===== src/inc/vic_pkg.sv =====
`default_nettype none
package vic_pkg;
  // register byte offsets
  localparam logic [7:0] CSR_OFS = 8'h00;
  localparam logic [7:0] ISE_OFS = 8'h04;
  localparam logic [7:0] TSR_OFS = 8'h08;
  localparam logic [7:0] PF2_OFS = 8'h0c;
  localparam logic [7:0] PE2_OFS = 8'h10;
  localparam logic [7:0] VEC_OFS = 8'h14;
  // reset values
  localparam logic [7:0] CSR_RST = 8'h10;
  localparam logic [7:0] ISE_RST = 8'h00;
  localparam logic [7:0] TSR_RST = 8'h00;
  localparam logic [7:0] PF2_RST = 8'h00;
  localparam logic [7:0] PE2_RST = 8'h00;
  // core status field
  localparam int GLINT_BIT = 4;
  // irq status and enable fields
  localparam int EXT_EN_BIT   = 0;
  localparam int T0_EN_BIT    = 1;
  localparam int TCLK_EN_BIT  = 2;
  localparam int GRP_EN_BIT   = 3;
  localparam int EXT_F_BIT    = 4;
  localparam int T0_F_BIT     = 5;
  localparam int TCLK_F_BIT   = 6;
  localparam int SUM_F_BIT    = 7;
  // timer zero status fields
  localparam int EXT_EDGE_BIT  = 7;
  localparam int TCLK_EDGE_BIT = 6;
  // peripheral flag 2 fields
  localparam int SSP_BIT  = 7;
  localparam int BCL_BIT  = 6;
  localparam int ADC_BIT  = 5;
  localparam int NONE_BIT = 4;
  localparam int CAP4_BIT = 3;
  localparam int CAP3_BIT = 2;
  localparam int TX2_BIT  = 1;
  localparam int RX2_BIT  = 0;
  // fixed vectors
  localparam logic [15:0] VEC_EXT  = 16'h0008;
  localparam logic [15:0] VEC_T0   = 16'h0010;
  localparam logic [15:0] VEC_TCLK = 16'h0018;
  localparam logic [15:0] VEC_PER  = 16'h0020;
  // bus responses
  localparam logic [1:0] RESP_OKAY   = 2'h0;
  localparam logic [1:0] RESP_SLVERR = 2'h2;
  // bus master to slave
  typedef struct packed {
    logic        awvalid;
    logic [7:0]  awaddr;
    logic        wvalid;
    logic [31:0] wdata;
    logic [3:0]  wstrb;
    logic        bready;
    logic        arvalid;
    logic [7:0]  araddr;
    logic        rready;
  } vic_axi_req_t;
  // slave to bus master
  typedef struct packed {
    logic        awready;
    logic        wready;
    logic        bvalid;
    logic [1:0]  bresp;
    logic        arready;
    logic        rvalid;
    logic [31:0] rdata;
    logic [1:0]  rresp;
  } vic_axi_rsp_t;
  // peripheral event pulses and hardware levels
  typedef struct packed {
    logic t0_overflow;
    logic capture_four;
    logic capture_three;
    logic conv_done;
    logic bus_collision;
    logic ssp_event;
    logic serial2_tx_empty;
    logic serial2_rx_full;
  } vic_evt_t;
endpackage
`default_nettype wire


===== src/core/vic_top.sv =====
`default_nettype none
module vic_top (
  // clock and reset
  input  wire logic                  aclk,
  input  wire logic                  aresetn,
  // register bus
  input  wire vic_pkg::vic_axi_req_t axi_req,
  output var vic_pkg::vic_axi_rsp_t  axi_rsp,
  // pins and peripheral events
  input  wire logic                  ext_irq_pin,
  input  wire logic                  timer_clk_pin,
  input  wire vic_pkg::vic_evt_t     evt,
  // core side
  input  wire logic                  instr_boundary,
  input  wire logic                  return_from_irq_instr,
  input  wire logic [15:0]           return_pc,
  output logic                       vec_load,
  output logic [15:0]                vec_addr,
  output logic [15:0]                push_pc,
  output logic                       wake_req,
  output logic                       global_irq_disable
);
  import vic_pkg::*;

  typedef struct packed {
    logic        glint;
    logic [3:0]  en;
    logic        ext_f;
    logic        t0_f;
    logic        tclk_f;
    logic        ext_sel;
    logic        tclk_sel;
    logic        ssp_f;
    logic        bcl_f;
    logic        adc_f;
    logic        cap4_f;
    logic        cap3_f;
    logic [7:0]  pie2;
    logic        aw_h;
    logic [7:0]  aw_a;
    logic        w_h;
    logic [7:0]  w_d;
    logic        w_s;
    logic        bvalid;
    logic [1:0]  bresp;
    logic        rvalid;
    logic [15:0] rdata;
    logic [1:0]  rresp;
    logic        vec_load;
    logic [15:0] vec_addr;
    logic [15:0] push_pc;
    logic        wake;
  } vic_state_t;

  vic_state_t  st_ff;
  vic_state_t  nxt_st;
  logic        ext_edge;
  logic        tclk_edge;
  logic [1:0]  pin_vec;
  logic [1:0]  sel_vec;
  logic [1:0]  edge_vec;
  logic [7:0]  csr_v;
  logic [7:0]  ise_v;
  logic [7:0]  tsr_v;
  logic [7:0]  pf2_v;
  logic        periph_summary_flag;
  logic        req_ext;
  logic        req_t0;
  logic        req_tclk;
  logic        req_per;
  logic        take;
  logic [15:0] take_vec;
  logic        aw_fire;
  logic        w_fire;
  logic        ar_fire;
  logic [7:0]  wr_a;
  logic [7:0]  wr_d;
  logic        wr_s;
  logic        wr_go;
  logic        wr_ok;
  logic        rd_ok;
  logic [15:0] rd_v;

  // one edge detector per external pin
  assign pin_vec = {timer_clk_pin, ext_irq_pin};
  assign sel_vec = {st_ff.tclk_sel, st_ff.ext_sel};
  for (genvar i = 0; i < 2; i++) begin : g_edge
    vic_edge u_edge (
      .aclk       (aclk),
      .aresetn    (aresetn),
      .pin        (pin_vec[i]),
      .rise_sel   (sel_vec[i]),
      .edge_pulse (edge_vec[i])
    );
  end
  assign ext_edge  = edge_vec[0];
  assign tclk_edge = edge_vec[1];

  // register views as software sees them
  always_comb begin
    csr_v                = 8'h00;
    csr_v[GLINT_BIT]     = st_ff.glint;
    tsr_v                = 8'h00;
    tsr_v[EXT_EDGE_BIT]  = st_ff.ext_sel;
    tsr_v[TCLK_EDGE_BIT] = st_ff.tclk_sel;
    pf2_v                = 8'h00; // unused bit stays zero
    pf2_v[SSP_BIT]       = st_ff.ssp_f;
    pf2_v[BCL_BIT]       = st_ff.bcl_f;
    pf2_v[ADC_BIT]       = st_ff.adc_f;
    pf2_v[CAP4_BIT]      = st_ff.cap4_f;
    pf2_v[CAP3_BIT]      = st_ff.cap3_f;
    pf2_v[TX2_BIT]       = evt.serial2_tx_empty;
    pf2_v[RX2_BIT]       = evt.serial2_rx_full;
    periph_summary_flag                 = |(pf2_v & st_ff.pie2);
    ise_v                = {4'h0, st_ff.en};
    ise_v[EXT_F_BIT]     = st_ff.ext_f;
    ise_v[T0_F_BIT]      = st_ff.t0_f;
    ise_v[TCLK_F_BIT]    = st_ff.tclk_f;
    ise_v[SUM_F_BIT]     = periph_summary_flag;
  end

  // gated requests and fixed priority
  always_comb begin
    req_ext  = st_ff.ext_f && st_ff.en[EXT_EN_BIT];
    req_t0   = st_ff.t0_f && st_ff.en[T0_EN_BIT];
    req_tclk = st_ff.tclk_f && st_ff.en[TCLK_EN_BIT];
    req_per  = periph_summary_flag && st_ff.en[GRP_EN_BIT];
    take     = instr_boundary && !st_ff.glint &&
               (req_ext || req_t0 || req_tclk || req_per);
    if (req_ext) begin
      take_vec = VEC_EXT;
    end else if (req_t0) begin
      take_vec = VEC_T0;
    end else if (req_tclk) begin
      take_vec = VEC_TCLK;
    end else begin
      take_vec = VEC_PER;
    end
  end

  // bus handshakes and decode
  always_comb begin
    aw_fire = axi_req.awvalid && axi_rsp.awready;
    w_fire  = axi_req.wvalid && axi_rsp.wready;
    ar_fire = axi_req.arvalid && axi_rsp.arready;
    wr_a    = st_ff.aw_h ? st_ff.aw_a : axi_req.awaddr;
    wr_d    = st_ff.w_h ? st_ff.w_d : axi_req.wdata[7:0];
    wr_s    = st_ff.w_h ? st_ff.w_s : axi_req.wstrb[0];
    wr_go   = (st_ff.aw_h || aw_fire) && (st_ff.w_h || w_fire);
    wr_ok   = (wr_a == CSR_OFS) || (wr_a == ISE_OFS) || (wr_a == TSR_OFS) ||
              (wr_a == PF2_OFS) || (wr_a == PE2_OFS) || (wr_a == VEC_OFS);
    rd_ok   = 1'b1;
    case (axi_req.araddr)
      CSR_OFS: rd_v = {8'h00, csr_v};
      ISE_OFS: rd_v = {8'h00, ise_v};
      TSR_OFS: rd_v = {8'h00, tsr_v};
      PF2_OFS: rd_v = {8'h00, pf2_v};
      PE2_OFS: rd_v = {8'h00, st_ff.pie2};
      VEC_OFS: rd_v = st_ff.vec_addr;
      default: begin
        rd_v  = 16'h0000;
        rd_ok = 1'b0;
      end
    endcase
  end

  // next state
  always_comb begin
    nxt_st          = st_ff;
    nxt_st.vec_load = 1'b0;
    // write address and data may arrive in either order
    if (aw_fire) begin
      nxt_st.aw_h = 1'b1;
      nxt_st.aw_a = axi_req.awaddr;
    end
    if (w_fire) begin
      nxt_st.w_h = 1'b1;
      nxt_st.w_d = axi_req.wdata[7:0];
      nxt_st.w_s = axi_req.wstrb[0];
    end
    if (st_ff.bvalid && axi_req.bready) begin
      nxt_st.bvalid = 1'b0;
    end
    if (wr_go) begin
      nxt_st.aw_h   = 1'b0;
      nxt_st.w_h    = 1'b0;
      nxt_st.bvalid = 1'b1;
      nxt_st.bresp  = wr_ok ? RESP_OKAY : RESP_SLVERR;
    end
    // software writes; low byte lane only
    if (wr_go && wr_s) begin
      case (wr_a)
        CSR_OFS: nxt_st.glint = wr_d[GLINT_BIT];
        ISE_OFS: begin
          nxt_st.en     = wr_d[3:0];
          nxt_st.ext_f  = wr_d[EXT_F_BIT];
          nxt_st.t0_f   = wr_d[T0_F_BIT];
          nxt_st.tclk_f = wr_d[TCLK_F_BIT];
        end
        TSR_OFS: begin
          nxt_st.ext_sel  = wr_d[EXT_EDGE_BIT];
          nxt_st.tclk_sel = wr_d[TCLK_EDGE_BIT];
        end
        PF2_OFS: begin
          nxt_st.ssp_f  = wr_d[SSP_BIT];
          nxt_st.bcl_f  = wr_d[BCL_BIT];
          nxt_st.adc_f  = wr_d[ADC_BIT];
          nxt_st.cap4_f = wr_d[CAP4_BIT];
          nxt_st.cap3_f = wr_d[CAP3_BIT];
        end
        PE2_OFS: nxt_st.pie2 = wr_d;
        default: nxt_st.pie2 = st_ff.pie2;
      endcase
    end
    // read channel: one read at a time
    if (st_ff.rvalid && axi_req.rready) begin
      nxt_st.rvalid = 1'b0;
    end
    if (ar_fire) begin
      nxt_st.rvalid = 1'b1;
      nxt_st.rdata  = rd_v;
      nxt_st.rresp  = rd_ok ? RESP_OKAY : RESP_SLVERR;
    end
    // hardware sets win over a software clear in the same cycle
    if (ext_edge) nxt_st.ext_f = 1'b1;
    if (evt.t0_overflow) nxt_st.t0_f = 1'b1;
    if (tclk_edge) nxt_st.tclk_f = 1'b1;
    if (evt.ssp_event) nxt_st.ssp_f = 1'b1;
    if (evt.bus_collision) nxt_st.bcl_f = 1'b1;
    if (evt.conv_done) nxt_st.adc_f = 1'b1;
    if (evt.capture_four) nxt_st.cap4_f = 1'b1;
    if (evt.capture_three) nxt_st.cap3_f = 1'b1;
    // return re-enables, then entry disables again
    if (return_from_irq_instr) nxt_st.glint = 1'b0;
    if (take) begin
      nxt_st.glint    = 1'b1;
      nxt_st.vec_load = 1'b1;
      nxt_st.vec_addr = take_vec;
      nxt_st.push_pc  = return_pc;
    end
    // wake request ignores the global disable bit
    nxt_st.wake = (nxt_st.ext_f && nxt_st.en[EXT_EN_BIT]) ||
                  (nxt_st.tclk_f && nxt_st.en[TCLK_EN_BIT]);
  end

  // state register
  always_ff @(posedge aclk) begin
    if (!aresetn) begin
      st_ff          <= '0;
      st_ff.glint    <= CSR_RST[GLINT_BIT];
      st_ff.en       <= ISE_RST[3:0];
      st_ff.ext_sel  <= TSR_RST[EXT_EDGE_BIT];
      st_ff.tclk_sel <= TSR_RST[TCLK_EDGE_BIT];
      st_ff.adc_f    <= PF2_RST[ADC_BIT];
      st_ff.pie2     <= PE2_RST;
    end else begin
      st_ff <= nxt_st;
    end
  end

  // outputs
  always_comb begin
    axi_rsp.awready = !st_ff.aw_h && !st_ff.bvalid;
    axi_rsp.wready  = !st_ff.w_h && !st_ff.bvalid;
    axi_rsp.bvalid  = st_ff.bvalid;
    axi_rsp.bresp   = st_ff.bresp;
    axi_rsp.arready = !st_ff.rvalid;
    axi_rsp.rvalid  = st_ff.rvalid;
    axi_rsp.rdata   = {16'h0000, st_ff.rdata};
    axi_rsp.rresp   = st_ff.rresp;
  end
  assign vec_load           = st_ff.vec_load;
  assign vec_addr           = st_ff.vec_addr;
  assign push_pc            = st_ff.push_pc;
  assign wake_req           = st_ff.wake;
  assign global_irq_disable = st_ff.glint;

  // helper: a read of the flag register is being answered
  logic rvalid_pf2;
  logic rd_pf2_ff;
  always_ff @(posedge aclk) begin
    if (!aresetn) begin
      rd_pf2_ff <= 1'b0;
    end else if (ar_fire) begin
      rd_pf2_ff <= (axi_req.araddr == PF2_OFS);
    end
  end
  assign rvalid_pf2 = st_ff.rvalid && rd_pf2_ff;
endmodule
`default_nettype wire


===== src/core/vic_edge.sv =====
`default_nettype none
module vic_edge (
  // clock and reset
  input  wire logic aclk,
  input  wire logic aresetn,
  // pin and polarity
  input  wire logic pin,
  input  wire logic rise_sel,
  // detected edge
  output logic      edge_pulse
);
  import vic_pkg::*;

  typedef struct packed {
    logic armed;
    logic prev;
    logic pulse;
  } vic_edge_st_t;

  vic_edge_st_t st_ff;
  vic_edge_st_t nxt_st;

  // edge of the chosen polarity; armed skips the first sample after reset
  always_comb begin
    nxt_st       = st_ff;
    nxt_st.armed = 1'b1;
    nxt_st.prev  = pin;
    nxt_st.pulse = st_ff.armed && (st_ff.prev != pin) && (pin == rise_sel);
  end

  // state register
  always_ff @(posedge aclk) begin
    if (!aresetn) begin
      st_ff <= '0;
    end else begin
      st_ff <= nxt_st;
    end
  end

  assign edge_pulse = st_ff.pulse;
endmodule
`default_nettype wire


===== config.mk =====
export PLATFORM = sky130hd
export DESIGN_NAME = vic_top
export DESIGN_NICKNAME = d
export VERILOG_FILES = /design/src/inc/vic_pkg.sv /design/src/core/vic_top.sv /design/src/core/vic_edge.sv
export SDC_FILE = /design/constraint.sdc
export NUM_CORES = 1
export LEC_CHECK = 0
export BUFFER_PORTS_ARGS = -buffer_cell sky130_fd_sc_hd__buf_2
export CAP_MARGIN = 0
export CORE_MARGIN = 5
export CORE_UTILIZATION = 50
export CTS_BUF_LIST = sky130_fd_sc_hd__clkbuf_8
export CTS_CLUSTER_SIZE = 24
export DETAILED_ROUTE_END_ITERATION = 16
export GPL_TIMING_DRIVEN = 0
export PLACE_DENSITY = 0.94
export SETUP_SLACK_MARGIN = 0.5
export SLEW_MARGIN = 5
export SYNTH_ARGS = -nofsm -noshare
export SYNTH_HDL_FRONTEND = slang
export SYNTH_SLANG_ARGS = --single-unit

===== constraint.sdc =====
create_clock -name aclk -period 2.1 [get_ports aclk]
set_input_delay 0.105 -clock aclk [delete_from_list [all_inputs] [get_ports aclk]]
set_output_delay 0.105 -clock aclk [all_outputs]
set_load 0.005 [all_outputs]

==> metrics.txt, run 1 <==
cell row count=33; startpoint types=register; Distinct cells, synth=50; commonest non-fill, non-tap cell in the layout=buf_2; vias in the first global route=3515; Max-cap violations=0; # port buffers=96; share of cells above drive strength 1=39.9%; Area after DPL=4840 µm²; HP Class=primary input to register; fmax=509 MHz; Detailed Route Iter0 Violations=214; RSZ-0062 raised after global routing=true; Reg-to-Reg End=ise_v[6]; CP Class=register to register; GR Util All Layers=21.6%; final worst path period share=93.6%; register share of total power=45.6%; Pwr Total=3530 µW; WL final=11100 µm; gpl congestion=0.883; Final Critical Period=1.97 ns; NetSw=897 µW; crit path DAT=2.18 ns; endpoints failing hold=1; root buf cell=clkbuf_8; Setup WS post-layout=0.134 ns; Mapped Area=4080 µm²; Critical path origin=st_ff[74]; Static Leakage=0.00280 µW; chip height=100 µm; Slew @ Worst Pin=0.671 ns; complex-gate fraction of the synthesized area=12.8%; predominant post-synthesis flop cell=dfxtp_1; R2R Path Start=st_ff[74]; Synth warnings=0; total iterations of the first detailed-routing run=5; Max Slew Vio Count=0; slew margin rel.=55.2%; Synth Area in Simple Gates=15.6%; clock power share=38.8%; DRC Markers=0; outcome=complete, but fails checks; Clock Latency Late Sink=0.36 ns; worst-case reg-to-reg path depth=8; cts bufs inserted=9; nets=699; failing checks=hold timing; cell count after synthesis=433; via count=3649; P&R area growth vs syn=37.0%; wire length per cell=15.3 µm; CP Data Required Time=2.32 ns; Logic pwr share=15.6%; commonest non-fill, non-tap cells in the layout=98 x buf_2, 77 x dfxtp_1, 76 x buf_4; EDFF count, synth=0; endpoints failing setup=0; switching power share of the total=25.4%; worst slack, placed=0.161 ns; FILL cells=586; Core Region=8090 µm²; Adder-Cell Fraction of Synth Area=0%; register-to-register path setup slack=0.13 ns; hpwl dp=7610 µm; Die X=100 µm; main combinational cell family by area after synthesis=multiplexers; total gr overflow=0; Clock Tree Buf Depth=2; worst IR drop on VDD=0.503 mV; Starting Density=50.4%; Post-Synth XOR/XNOR Area=0%; initial antenna violation count=0; setup tns final=0 ns; internal power=2640 µW; crit-path max FO=8; end of the critical path=ise_v[6]; Ports=163; CTS Sinks=80; ANT cells=0; async set-reset flop share out of synthesis=0%; H-tree levels=3; pwr dens=632 nW/µm²; CTS tree=done; Clock Skew=0.00683 ns; Final Cell Area=5590 µm²; Yosys reg bits=80; global-route wire length before repair=17400 µm; Min Hold Slack=-0.00134 ns; Clock transition at path regs=0.08 ns; Die ar.=10100 µm²; largest net degree at the start of global routing=15; Synth Area per Inst=9.42 µm²; sequential area share after synthesis=39.3%; DR vias/cell=5.05; mux cell area share after synthesis=16.4%; CP endpoint kind=register; Post-DRT Antenna Nets=0
[power by group through the flow]
stage	registers [µW]	logic (µW)	clock network, µW
final	1610	551	1370
after global routing	1620	600	1450
after CTS	1610	535	1380
after detailed placement	1640	473	0
after global placement	1640	460	0
after floorplan	1630	333	0
[cells by family (layout without fill, tap and decap cells)]
logic type	Yosys count	count (layout)
buffers and inverters	97	243
flip-flops	80	80
AND/OR/NAND/NOR	121	121
multiplexers	64	64
other	1	39
AO/OA/AOI/OAI	70	70
[final cells by class]
class / count / area (µm²) / share of cell area, %
clock buffers: 9 / 124 / 2.22
inverters: 11 / 41.3 / 0.739
multi-input cells: 294 / 2050 / 36.8
well taps: 105 / 131 / 2.35
plain buffers: 86 / 637 / 11.4
repair buffers: 130 / 872 / 15.6
clock inverters: 7 / 120 / 2.15
flip-flops and latches: 80 / 1610 / 28.7
[per-layer routing]
metal	wire length, µm	up-vias	track usage (%)
met1	4400	1695	27.1
met3	897	27	3.89
li1	-	1754	-
met2	5460	173	36.3
met4	315	0	9.43
met5	0	-	0
[critical path, stage by stage, from the launching register on]
cell	delay [ns]
dfxtp_2	0.33
buf_6	0.13
or4b_4	0.48
o22ai_4	0.19
buf_12	0.15
nand3_4	0.13
buf_4	0.18
nor3_2	0.16
a211oi_2	0.06
[sequential cells by signal, summed over array words and instances (netlist names)]
name,cells
st_ff,27
push_pc,16
axi_rsp,12
ise_v,7
pf2_v,5
g_edge.u_edge.st_ff,3
vec_addr,3
g_edge.u_edge.edge_pulse,2
sel_vec,2
global_irq_disable,1
vec_load,1
wake_req,1
[cells in the mapped netlist, types with 4 or more instances]
cell type / count / area [µm²]
buf_2: 5 / 25.0
mux2i_1: 53 / 531
clkbuf_1: 7 / 26.3
nor2b_1: 5 / 31.3
nand2b_1: 4 / 25.0
dfxtp_1: 80 / 1600
mux2_2: 9 / 101
and2_1: 4 / 25.0
a22o_1: 7 / 61.3
inv_1: 11 / 41.3
nand3b_1: 4 / 30.0
a21oi_1: 16 / 80.1
buf_4: 70 / 526
nand2_1: 16 / 60.1
o21ai_0: 14 / 70.1
nor2_1: 64 / 240
a22oi_1: 12 / 90.1
a211oi_2: 4 / 50.1
[worst min path at each step]
stage / startpoint / end / depth (start not counted)
after floorplan: aresetn / g_edge[0].u_edge.st_ff[2] / 0
after global placement: axi_req[0] / axi_rsp[34] / 2
after detailed placement: axi_req[0] / axi_rsp[34] / 2
after CTS: axi_req[18] / st_ff[60] / 3
after global routing: return_pc[4] / push_pc[4] / 3
final: return_pc[4] / push_pc[4] / 3
[metrics by stage]
stage / hold slack [ns] / util, % / cells
floorplan: 0.133 / - / 471
global placement: 0.290 / 59.9 / 672
detailed placement: 0.298 / 59.9 / 672
CTS: 0.00555 / 68.2 / 719
global route: 0.00807 / 69.0 / 722
finish: -0.00134 / 69.0 / 722
[timing repair]
item / 4_1_cts / 5_1_grt
pin swaps: 10 / 5
endpoints found under the hold margin: 21 / 0
gates resized for setup: 24 / 13
setup buffers: 7 / 3
gates cloned: 3 / 0
hold buffers: 21 / 0
setup endpoints to repair: 57 / 62
(Power assumes the default switching activity.)
==> run 2: changes to the inputs <==
- SYNTH_HIERARCHICAL: unset -> 1
==> metrics.txt, run 2 <==
H-tree levels=3 (unchanged); final worst path period share=100% (+6.4 points); Yosys top cell by area=dfxtp_1; Synth warnings=6 (+6); largest reg by FF count=st_ff; hpwl dp=7430 µm (-2.4%); sequential area share after synthesis=40.0% (+0.75 points); Post-synth top cells=81 x dfxtp_1, 70 x buf_4, 66 x nor2_1; outcome=complete, but fails checks; commonest non-fill, non-tap cell in the layout=buf_2; crit path DAT=2.35 ns (+0.17 ns); failing checks=setup timing; CP Data Required Time=2.35 ns (+0.03 ns); initial antenna violation count=0 (unchanged); via count=3722 (+2.0%); slew margin rel.=51.6% (-3.6 points); Synth Area per Inst=9.42 µm² (about the same); cell row count=32 (-3.0%); Detailed Route Iter0 Violations=272 (+27%); Die ar.=10000 µm² (-0.58%); crit-path max FO=7 (-1); predominant post-synthesis flop cell=dfxtp_1; worst slack, placed=-0.0848 ns (-0.245 ns); Clock Tree Buf Depth=2 (unchanged); root buf cell=clkbuf_8; CP endpoint kind=register; largest net degree at the start of global routing=14 (-1); Post-DRT Antenna Nets=0 (unchanged); vias in the first global route=3622 (+3.0%); DRC Markers=0 (unchanged); Static Leakage=0.00279 µW (-0.17%); gpl congestion=0.863 (-2.3%); top-count cell post-synth=dfxtp_1; worst IR drop on VDD=0.572 mV (+14%); Core Region=7810 µm² (-3.5%); cell count after synthesis=430 (-0.69%); HP Class=primary input to register; CP Class=register to register; endpoints failing setup=1 (+1); Clock transition at path regs=0.09 ns (about the same); share of cells above drive strength 1=42.8% (+2.9 points); startpoint types=register; cts bufs inserted=9 (unchanged); share of the synthesized area in the top cell type=40.0% (+0.75 points); Setup WS post-layout=-0.000329 ns (-0.134 ns); Synth area leaders=dfxtp_1 40%, mux2i_1 14%, buf_4 13%; WL final=11700 µm (+5.4%); commonest non-fill, non-tap cells in the layout=94 x buf_2, 83 x buf_4, 77 x dfxtp_1; nets=708 (+1.3%); GR Util All Layers=21.9% (+0.33 points); Ports=163 (unchanged); Die X=100 µm (-0.29%); P&R area growth vs syn=42.5%; wire length per cell=16.0 µm (+4.5%); Slew @ Worst Pin=0.726 ns (+0.0543 ns); Distinct cells, synth=50 (unchanged); Pwr Total=3680 µW (+4.1%); CTS Sinks=81 (+1.3%); Yosys reg bits=81 (+1.3%); Max-cap violations=0 (unchanged); DR vias/cell=5.11 (+1.2%); EDFF count, synth=0 (unchanged); chip height=100 µm (-0.29%); Mapped Area=4050 µm² (-0.64%); global-route wire length before repair=17400 µm (unchanged); ANT cells=0 (unchanged); total gr overflow=0 (unchanged); total iterations of the first detailed-routing run=5 (unchanged); endpoints failing hold=0 (-1); Final Critical Period=2.10 ns (+0.134 ns); # port buffers=94 (-2.1%); Starting Density=51.9% (+1.5 points); fmax=476 MHz (-6.4%); CTS tree=done; Clock Skew=0.0110 ns (+0.00420 ns); pwr dens=637 nW/µm² (+0.76%); async set-reset flop share out of synthesis=0% (unchanged); Clock Latency Late Sink=0.35 ns (about the same); RSZ-0062 raised after global routing=true; Max Slew Vio Count=0 (unchanged); Largest register FFs=27 (unchanged)
run 2: path summary, 6_finish.rpt:
check,start,to,slack (ns),cells past startpoint
worst min register to register,g_edge[0].u_edge/st_ff[2],g_edge[0].u_edge/edge_pulse,0.43,2
worst max-delay path,st_ff[74],ise_v[5],-0.0003,7
worst max register to register,st_ff[74],ise_v[5],-0.0003,7
worst min-delay path,axi_req[20],st_ff[62],0.008,3
run 2: cell type report:
type,count,area [µm²]
Multi-Input combinational cell,289,2130
Inverter,10,37.5
Timing Repair Buffer,142,942
Buffer,88,653
Fill cell,499,2040
Clock buffer,11,151
Tap cell,102,128
Clock inverter,5,103
Sequential cell,81,1630
run 2: cells by family after synthesis:
group           after synthesis  synth area share [%]
other cells                   1                0.0926
simple gates                123                  15.2
buf+inv                      98                  16.0
mux                          74                  19.4
compound gates               53                  9.26
flops                        81                  40.0
run 2: layer usage:
layer  vias up  track usage (%)  share of wire (%)
met5         -                0                  0
met4         0             8.08                2.1
met3        32             5.63                7.6
met2       195             39.7                 51
met1      1744             24.8                 39
li1       1751                -                  -
run 2: where the power goes:
part / internal (µW) / switching (µW)
logic: 311 / 292
clock network: 854 / 579
registers: 1590 / 50.9
total: 2760 / 922
run 2: timing repair:
action,4_1_cts,5_1_grt
hold buffers,26,0
resized for setup,33,31
hold endpoints to repair,27,0
gates cloned,2,0
buffers inserted,18,2
pin swaps,10,6
endpoints found under the setup margin,62,68
run 2: worst max-delay path, cell delays in order, from the launching register on:
cell      delay [ns]
dfxtp_4         0.39
buf_8           0.14
buf_4           0.14
o221ai_4        0.18
or4_4           0.54
buf_6           0.15
mux2_4          0.29
o21a_1          0.16
run 2: metrics by stage:
step | instances | area [µm²] | setup TNS (ns) | utilization, % | hold WS (ns)
after floorplan | 468 | 4220 | 0 | - | 0.133
after global placement | 664 | 4820 | -0.233 | 61.7 | 0.279
after detailed placement | 664 | 4820 | -0.431 | 61.7 | 0.287
after CTS | 726 | 5610 | 0 | 71.9 | 0.000683
after global routing | 728 | 5770 | -0.439 | 73.9 | 0.0126
final | 728 | 5770 | -0.000329 | 73.9 | 0.00760
